===== src/hpp_pkg.sv =====
// package of constants and carrier types for the host parallel port
// How it works
// - peripheral_init_n is open drain, active low, and low starts the peripheral's initialisation.
// - peripheral_choose_n goes low to select the peripheral and stays high otherwise.
// - the port drives the data lines in compatibility and negotiation, leaves them in nibble, and shares them otherwise.
// - transfer_direction is low for peripheral to host and high for host to peripheral.
// - host_valid is high only while all other host-driven signals are valid.
// - the port offers compatibility, nibble, byte, EPP 1.9, ECP with and without RLE, and FIFO modes.
// - data_strobe_n goes low to latch a byte, with the data lines held valid throughout.
// - auto_feed_n is an active-low output whose meaning depends on the peripheral.
package hpp_pkg;

	// ------------------------------------------------------------
	// timing
	// ------------------------------------------------------------
	localparam int CLK_PERIOD_NS   = 10;
	localparam int SETUP_NS        = 500;
	localparam int STROBE_NS       = 500;
	localparam int HOLD_NS         = 500;
	localparam int ACK_WAIT_US     = 1000;
	localparam int SETUP_CYC  = (SETUP_NS + CLK_PERIOD_NS - 1) / CLK_PERIOD_NS;
	localparam int STROBE_CYC = (STROBE_NS + CLK_PERIOD_NS - 1) / CLK_PERIOD_NS;
	localparam int HOLD_CYC   = (HOLD_NS + CLK_PERIOD_NS - 1) / CLK_PERIOD_NS;
	localparam int ACK_WAIT_CYC = ACK_WAIT_US * 1000 / CLK_PERIOD_NS;
	localparam int CNT_W      = 24;

	// ------------------------------------------------------------
	// modes
	// ------------------------------------------------------------
	typedef enum logic [2:0] {
		HPP_MODE_COMPAT,
		HPP_MODE_NIBBLE,
		HPP_MODE_BYTE,
		HPP_MODE_EPP,
		HPP_MODE_ECP,
		HPP_MODE_ECP_RLE,
		HPP_MODE_FIFO,
		HPP_MODE_NEGOT
	} hpp_mode_e;

	// ------------------------------------------------------------
	// carriers
	// ------------------------------------------------------------
	typedef struct packed {
		logic byte_accepted;
		logic not_ready;
		logic paper_fault;
		logic online;
		logic problem;
		logic periph_valid;
	} hpp_status_s;

	typedef struct packed {
		logic choose;
		logic init;
		logic auto_feed;
		logic reverse;
	} hpp_ctrl_s;

	localparam logic [7:0] DATA_RESET = 8'h00;

endpackage : hpp_pkg


===== src/hpp_port.sv =====
// host side signalling engine of the 1284 parallel port
`timescale 1ns/1ps
`default_nettype none
module hpp_port
	import hpp_pkg::*;
#(
	parameter int ACK_TIMEOUT = hpp_pkg::ACK_WAIT_CYC
) (
	// clock and reset
	input  wire logic              clk,
	input  wire logic              reset,
	// user control
	input  wire hpp_pkg::hpp_mode_e mode,
	input  wire hpp_pkg::hpp_ctrl_s ctrl,
	input  wire logic              host_ready,
	// user transmit stream
	input  wire logic              tx_valid,
	output logic                   tx_ready,
	input  wire logic [7:0]        tx_data,
	// user receive stream
	output logic                   rx_valid,
	output logic [7:0]             rx_data,
	// status and events
	output hpp_pkg::hpp_status_s   status,
	output logic                   ack_seen,
	output logic                   ack_timeout,
	// port pins
	output logic                   data_strobe_n,
	output logic                   auto_feed_n,
	output logic                   peripheral_init_n_o,
	output logic                   peripheral_init_n_oe_n,
	input  wire logic              peripheral_init_n_i,
	output logic                   peripheral_choose_n,
	input  wire logic              byte_accepted_n,
	input  wire logic              peripheral_not_ready,
	input  wire logic              paper_path_fault,
	input  wire logic              peripheral_online,
	input  wire logic              peripheral_problem_n,
	input  wire logic [7:0]        port_data_lines_i,
	output logic [7:0]             port_data_lines_o,
	output logic                   port_data_lines_oe_n,
	output logic                   transfer_direction,
	input  wire logic              peripheral_valid,
	output logic                   host_valid
);

	// ------------------------------------------------------------
	// types and state
	// ------------------------------------------------------------
	typedef enum logic [2:0] {
		ST_IDLE,
		ST_SETUP,
		ST_STROBE,
		ST_HOLD,
		ST_ACK
	} hpp_state_e;

	hpp_state_e          state_q;
	logic [CNT_W-1:0]    cnt_q;
	logic [7:0]          out_byte_q;
	hpp_status_s         sync1_q;
	hpp_status_s         sync2_q;
	logic                ack_prev_q;
	logic                ack_fall;
	logic                buf_valid;
	logic                buf_ready;
	logic [7:0]          buf_data;
	logic                host_drives;
	logic                reverse;
	hpp_status_s         raw;

	function automatic logic [CNT_W-1:0] cyc(input int n);
		cyc = CNT_W'(n - 1);
	endfunction : cyc

	// ------------------------------------------------------------
	// buffer in front of the port
	// ------------------------------------------------------------
	hpp_skid #(.WIDTH(8)) u_skid (
		.clk       (clk),
		.reset     (reset),
		.in_valid  (tx_valid),
		.in_ready  (tx_ready),
		.in_data   (tx_data),
		.out_valid (buf_valid),
		.out_ready (buf_ready),
		.out_data  (buf_data)
	);

	// ------------------------------------------------------------
	// status synchroniser
	// ------------------------------------------------------------
	assign raw.byte_accepted = ~byte_accepted_n;
	assign raw.not_ready     = peripheral_not_ready;
	assign raw.paper_fault   = paper_path_fault;
	assign raw.online        = peripheral_online;
	assign raw.problem       = ~peripheral_problem_n;
	assign raw.periph_valid  = peripheral_valid;

	always_ff @(posedge clk or posedge reset) begin
		if (reset) begin
			sync1_q    <= '0;
			sync2_q    <= '0;
			ack_prev_q <= 1'b0;
		end else begin
			sync1_q    <= raw;
			sync2_q    <= sync1_q;
			ack_prev_q <= sync2_q.byte_accepted;
		end
	end

	assign ack_fall = sync2_q.byte_accepted && !ack_prev_q;

	// ------------------------------------------------------------
	// direction decode
	// ------------------------------------------------------------
	// byte, epp, ecp and fifo turn around on request; nibble never drives
	always_comb begin
		reverse = 1'b0;
		case (mode)
			HPP_MODE_COMPAT, HPP_MODE_NEGOT: reverse = 1'b0;
			HPP_MODE_NIBBLE:                 reverse = 1'b1;
			default:                         reverse = ctrl.reverse;
		endcase
	end
	assign host_drives = !reverse;

	// ------------------------------------------------------------
	// forward handshake
	// ------------------------------------------------------------
	// only peripheral-valid status lets a byte start, so a powered-off
	// printer cannot swallow data
	assign buf_ready = (state_q == ST_IDLE) && host_drives &&
		!sync2_q.not_ready && sync2_q.periph_valid;

	always_ff @(posedge clk or posedge reset) begin
		if (reset) begin
			state_q     <= ST_IDLE;
			cnt_q       <= '0;
			out_byte_q  <= DATA_RESET;
			ack_seen    <= 1'b0;
			ack_timeout <= 1'b0;
		end else begin
			ack_seen    <= 1'b0;
			ack_timeout <= 1'b0;
			case (state_q)
				ST_IDLE: begin
					if (buf_valid && buf_ready) begin
						out_byte_q <= buf_data;
						cnt_q      <= cyc(SETUP_CYC);
						state_q    <= ST_SETUP;
					end
				end
				ST_SETUP: begin
					if (cnt_q == '0) begin
						cnt_q   <= cyc(STROBE_CYC);
						state_q <= ST_STROBE;
					end else
						cnt_q <= cnt_q - 1'b1;
				end
				ST_STROBE: begin
					if (cnt_q == '0) begin
						cnt_q   <= cyc(HOLD_CYC);
						state_q <= ST_HOLD;
					end else
						cnt_q <= cnt_q - 1'b1;
				end
				ST_HOLD: begin
					if (cnt_q == '0) begin
						cnt_q   <= cyc(ACK_TIMEOUT);
						state_q <= ST_ACK;
					end else
						cnt_q <= cnt_q - 1'b1;
				end
				ST_ACK: begin
					if (ack_fall) begin
						ack_seen <= 1'b1;
						state_q  <= ST_IDLE;
					end else if (cnt_q == '0) begin
						ack_timeout <= 1'b1;
						state_q     <= ST_IDLE;
					end else
						cnt_q <= cnt_q - 1'b1;
				end
				default: state_q <= ST_IDLE;
			endcase
		end
	end

	// ------------------------------------------------------------
	// pin drivers
	// ------------------------------------------------------------
	always_ff @(posedge clk or posedge reset) begin
		if (reset) begin
			data_strobe_n          <= 1'b1;
			auto_feed_n            <= 1'b1;
			peripheral_init_n_o    <= 1'b0;
			peripheral_init_n_oe_n <= 1'b1;
			peripheral_choose_n    <= 1'b1;
			port_data_lines_o      <= DATA_RESET;
			port_data_lines_oe_n   <= 1'b1;
			transfer_direction     <= 1'b1;
			host_valid             <= 1'b0;
		end else begin
			data_strobe_n          <= !(state_q == ST_STROBE);
			auto_feed_n            <= !ctrl.auto_feed;
			peripheral_init_n_o    <= 1'b0;
			peripheral_init_n_oe_n <= !ctrl.init;
			peripheral_choose_n    <= !ctrl.choose;
			port_data_lines_o      <= out_byte_q;
			port_data_lines_oe_n   <= !host_drives;
			transfer_direction     <= host_drives;
			host_valid             <= host_ready;
		end
	end

	// ------------------------------------------------------------
	// reverse capture and status out
	// ------------------------------------------------------------
	// reverse bytes are sampled on the acknowledge edge; in nibble mode
	// rx_data still loads but rx_valid stays low
	always_ff @(posedge clk or posedge reset) begin
		if (reset) begin
			rx_valid <= 1'b0;
			rx_data  <= DATA_RESET;
			status   <= '0;
		end else begin
			rx_valid <= reverse && ack_fall && (mode != HPP_MODE_NIBBLE);
			if (reverse && ack_fall)
				rx_data <= port_data_lines_i;
			status <= sync2_q;
		end
	end

endmodule : hpp_port
`default_nettype wire


===== src/hpp_skid.sv =====
// two-entry buffer carrying bytes toward the port
`timescale 1ns/1ps
`default_nettype none
module hpp_skid #(
	parameter int WIDTH = 8
) (
	// clock and reset
	input  wire logic             clk,
	input  wire logic             reset,
	// fill side
	input  wire logic             in_valid,
	output logic                  in_ready,
	input  wire logic [WIDTH-1:0] in_data,
	// drain side
	output logic                  out_valid,
	input  wire logic             out_ready,
	output logic [WIDTH-1:0]      out_data
);
	logic [WIDTH-1:0] mem_q [2];
	logic             wr_q;
	logic             rd_q;
	logic [1:0]       cnt_q;
	logic             push;
	logic             pop;

	assign out_valid = (cnt_q != 2'h0);
	assign out_data  = mem_q[rd_q];
	assign push      = in_valid && in_ready;
	assign pop       = out_valid && out_ready;

	always_ff @(posedge clk or posedge reset) begin
		if (reset) begin
			mem_q[0] <= '0;
			mem_q[1] <= '0;
		end else if (push) begin
			mem_q[wr_q] <= in_data;
		end
	end

	always_ff @(posedge clk or posedge reset) begin
		if (reset) begin
			wr_q     <= 1'b0;
			rd_q     <= 1'b0;
			cnt_q    <= 2'h0;
			in_ready <= 1'b1;
		end else begin
			if (push)
				wr_q <= ~wr_q;
			if (pop)
				rd_q <= ~rd_q;
			// ready is a flop so the port output is registered
			if (push && !pop) begin
				cnt_q    <= cnt_q + 2'h1;
				in_ready <= (cnt_q != 2'h1);
			end else if (pop && !push) begin
				cnt_q    <= cnt_q - 2'h1;
				in_ready <= 1'b1;
			end
		end
	end
endmodule : hpp_skid
`default_nettype wire


===== config.mk =====
export PLATFORM = sky130hd
export DESIGN_NAME = hpp_port
export DESIGN_NICKNAME = d
export VERILOG_FILES = /design/src/hpp_pkg.sv /design/src/hpp_port.sv /design/src/hpp_skid.sv
export SDC_FILE = /design/constraint.sdc
export NUM_CORES = 1
export LEC_CHECK = 0
export ABC_AREA = 1
export BUFFER_PORTS_ARGS = -buffer_cell sky130_fd_sc_hd__buf_4
export CAP_MARGIN = 30
export CORE_MARGIN = 10
export CORE_UTILIZATION = 30
export DETAILED_ROUTE_END_ITERATION = 10
export HOLD_SLACK_MARGIN = 0.12
export MAX_ROUTING_LAYER = met4
export PLACE_DENSITY = 0.58
export SETUP_SLACK_MARGIN = 0.05
export SLEW_MARGIN = 20
export SYNTH_ARGS = -nofsm -noshare
export SYNTH_HDL_FRONTEND = slang
export SYNTH_SLANG_ARGS = --single-unit

===== constraint.sdc =====
create_clock -name clk -period 7.7 [get_ports clk]
set_input_delay 0.77 -clock clk [delete_from_list [all_inputs] [get_ports clk]]
set_output_delay 0.77 -clock clk [all_outputs]
set_load 0.01 [all_outputs]

==> flow_summary.toml <==
[run_status]
status = "completed"

[layout]
final.fill_count = 1579
multi_input_comb_area_um2 = 1850
layout.nets = 650
register_area_um2 = 2510
final_cell_area_um2 = 5720
area_growth_pct = 21.2
n_antenna_cell = 0
drive_above_1_share_pct = 22.2

[cts]
cts_hold_repair.buffers = 0
clockBufferDepth = 2
cts_buffers = 9
cts.sinks = 100
cts-root-buf = "clkbuf_16"
clkTransAtPathRegs_ps = 70
cts_max_level = 3
cts_tree = "done"
cts_setup_buffers = 0
worstSkewPairLatency_ps = 340
cts_resized = 0

[worst_setup_path]
cp.required_ps = 7940
crit_arrival_ps = 2210
r2r_start = "cnt_q[8]$_DFFE_PP0P_"
regToRegEndpoint = "cnt_q[23]$_DFFE_PP0P_"
crit_path_end_kind = "flip-flop"
critical_path.startpoint_type = "flip-flop"
reg2reg_depth = 10
regToRegSetupSlack_ps = 5730
worstSetupPathType = "flip-flop to flip-flop"
crit_fanout = 14

[hold_path]
hold-path-endpoint = "sync2_q[3]$_DFF_PP0_"
worst_hold_path.num_cells = 0
min_path_type = "flip-flop to flip-flop"
min-delay-start = "sync1_q[3]$_DFF_PP0_"

[timing]
max_slew_margin_pct = 51.4
skew_ps = 8.70
fin_tns_setup_ps = 0
tightestPinTransition_ps = 729
hold_violations = 0
period_minus_slack_ps = 1970
finalSetupViolCount = 0
min_period_over_period_pct = 25.6
rsz0062_at_grt = "no"
maxSlewViolCount = 0
timing.final.ws_setup_ps = 5730
fmax_ghz = 0.508

[route]
viasPerCell = 4.37
drc = 0
wl_per_cell_um = 12.3
num_vias = 3616
drt_iter0_markers = 201
dr.pass1.iters = 4
antenna_left = 0
drt-total-wl_um = 10200

[yosys]
ys_seq_elements = 100
synth-warning-count = 0
synth_compound_area_share_pct = 5.38
synth_cells = 544
synth.distinct_cells = 36
synth_xor_area_share_pct = 2.41
avgSynthCellArea_um2 = 8.67
synth_top_family_by_area = "simple AND/OR/NAND/NOR gates"
syn-num-nets = 583
synthesis.area_um2 = 4720
yosys-mux-area-fraction_pct = 1.91
synthAdderAreaFrac_pct = 1.33
synth-seq-area-share_pct = 53.2
yosys.area_share.simple_pct = 28.2

[pwr]
pwr_density_cell_nw_per_um2 = 188
ir_drop_v = 0.000159
leakage_uw = 0.00280

[floorplanning]
core_um2 = 15300
die_width_um = 145
io_pins = 68
rows = 45
die_h_um = 145
start_util_pct = 30.8
die-area_um2 = 21100

[placement]
pre_cts_slack_ps = 5370
io_buffers = 65
placed_area_um2 = 5420
dp_hpwl_um = 7550
place.gp.congestion = 0.902

[global_routing]
grt_max_degree = 58
grt_pass1_vias = 3540
track_usage_pct = 10.0
grt_overflow_total = 0
antenna_found_initial = 0
grt_pass1_wl_um = 17100

[flow_run]
maxCapViolations = 0
==> worst max-delay path by stage <==
stage	start	to	slack (ps)	cells after the start
floorplan	reset	ack_seen$_DFF_PP0_	4320	1
global placement	mode[2]	cnt_q[3]$_DFFE_PP0P_	5400	11
detailed placement	mode[2]	cnt_q[3]$_DFFE_PP0P_	5370	11
CTS	u_skid.cnt_q[0]$_DFFE_PP0P_	cnt_q[3]$_DFFE_PP0P_	5720	12
global route	cnt_q[8]$_DFFE_PP0P_	cnt_q[23]$_DFFE_PP0P_	5550	10
finish	cnt_q[8]$_DFFE_PP0P_	cnt_q[23]$_DFFE_PP0P_	5730	10
==> per-stage QoR <==
step | cells | power (uW) | utilization [%] | hold slack (ps)
6_report | 827 | 1080 | 37.3 | 349
5_1_grt | 827 | 1120 | 37.3 | 356
4_1_cts | 827 | 1090 | 37.3 | 351
3_5_place_dp | 811 | 633 | 35.4 | 335
3_3_place_gp | 811 | 630 | 35.4 | 334
2_1_floorplan | 544 | 589 | - | 331
==> cell type report <==
type,instances,share of cell area (%)
timing repair buffer,66,8.67
clock inverter,6,1.23
clock buffer,10,4.01
tap,211,4.62
sequential,100,43.9
multi-input combinational,357,32.4
inverter,77,5.10
==> layer usage <==
metal / wire, um / share of wire, % / global-route usage, %
met1: 4610 / 45 / 12.0
met2: 5080 / 50 / 16.4
met3: 374 / 3.7 / 2.27
met4: 130 / 1.3 / 3.13
met5: 0 / 0 / -
==> placed cells by master, fill, tap and decap left out, drive strengths merged <==
| master | Yosys | routed |
|---|---|---|
| bufinv | 0 | 1 |
| nand3b | 2 | 2 |
| o21ai | 28 | 28 |
| nor3 | 6 | 6 |
| nand3 | 43 | 43 |
| a31oi | 9 | 9 |
| clkinv | 1 | 3 |
| dfstp | 7 | 7 |
| mux2 | 8 | 8 |
| o211ai | 1 | 1 |
| nand4 | 14 | 14 |
| a21oi | 3 | 3 |
| ha | 5 | 5 |
| dfrtp | 93 | 93 |
| xor2 | 9 | 9 |
| conb | 1 | 1 |
| inv | 76 | 79 |
| nor2 | 78 | 78 |
| buf | 6 | 66 |
| nand2 | 143 | 143 |
| o221ai | 1 | 1 |
| clkbuf | 4 | 10 |
| or2 | 1 | 1 |
| o21a | 1 | 1 |
| xnor2 | 4 | 4 |
==> flip-flops by register name, indices dropped and copies added (netlist names), 2 cells and up <==
register / count
cnt_q: 24
out_byte_q: 8
port_data_lines_o: 8
rx_data: 8
state_q: 3
status: 6
sync1_q: 6
sync2_q: 6
u_skid.cnt_q: 2
u_skid.mem_q: 16
==> synthesized netlist by cell type <==
library cell / count / share of area (%)
nand2_1: 133 / 11
dfrtp_1: 93 / 49
inv_1: 71 / 5.6
nor2_1: 65 / 5.2
nand3_1: 36 / 3.8
o21ai_0: 20 / 2.1
nand4_1: 14 / 1.9
a31oi_1: 9 / 1.2
nor2_2: 9 / 1.2
xor2_1: 9 / 1.7
mux2_2: 8 / 1.9
o21ai_1: 8 / 0.85
dfstp_2: 7 / 3.9
nand2_2: 7 / 0.93
nand3_2: 7 / 1.5
ha_1: 5 / 1.3
inv_2: 5 / 0.40
clkbuf_1: 4 / 0.32
nor3_1: 4 / 0.42
xnor2_1: 4 / 0.74
nand2_4: 3 / 0.72
nor2_4: 3 / 0.72
a21oi_2: 2 / 0.37
buf_2: 2 / 0.21
buf_4: 2 / 0.32
buf_6: 2 / 0.48
nand3b_1: 2 / 0.32
nor3_2: 2 / 0.42
a21oi_4: 1 / 0.34
clkinv_1: 1 / 0.079
conb_1: 1 / 0.079
nor2_8: 1 / 0.42
o211ai_1: 1 / 0.16
o21a_1: 1 / 0.16
o221ai_1: 1 / 0.19
or2_1: 1 / 0.13
==> cells by family (layout without fill, tap and decap cells) <==
logic type,after synthesis,after routing
AND/OR/NAND/NOR,287,287
flip-flops,100,100
buffers and inverters,87,159
AO/OA/AOI/OAI,43,43
XOR/XNOR,13,13
multiplexers,8,8
adder cells (fa/ha/maj),5,5
other,1,1
==> power by group <==
group          switching, uW  leakage (uW)  internal, uW
Clock                    201      0.000148           256
Sequential              7.36       0.00122           543
Combinational           32.8       0.00143          36.3
Total                    241       0.00280           835
==> critical path, cell delays in order (launching register included) <==
cell	delay [ps]
dfrtp_1	430
nor2_1	220
nand2_1	160
nor2_4	170
nand3_2	300
nand2_1	170
nand2_2	120
nand3_1	140
nand2_1	60
nand2_1	50
nor2_1	40
No activity file was read; power rests on OpenSTA's default activity.
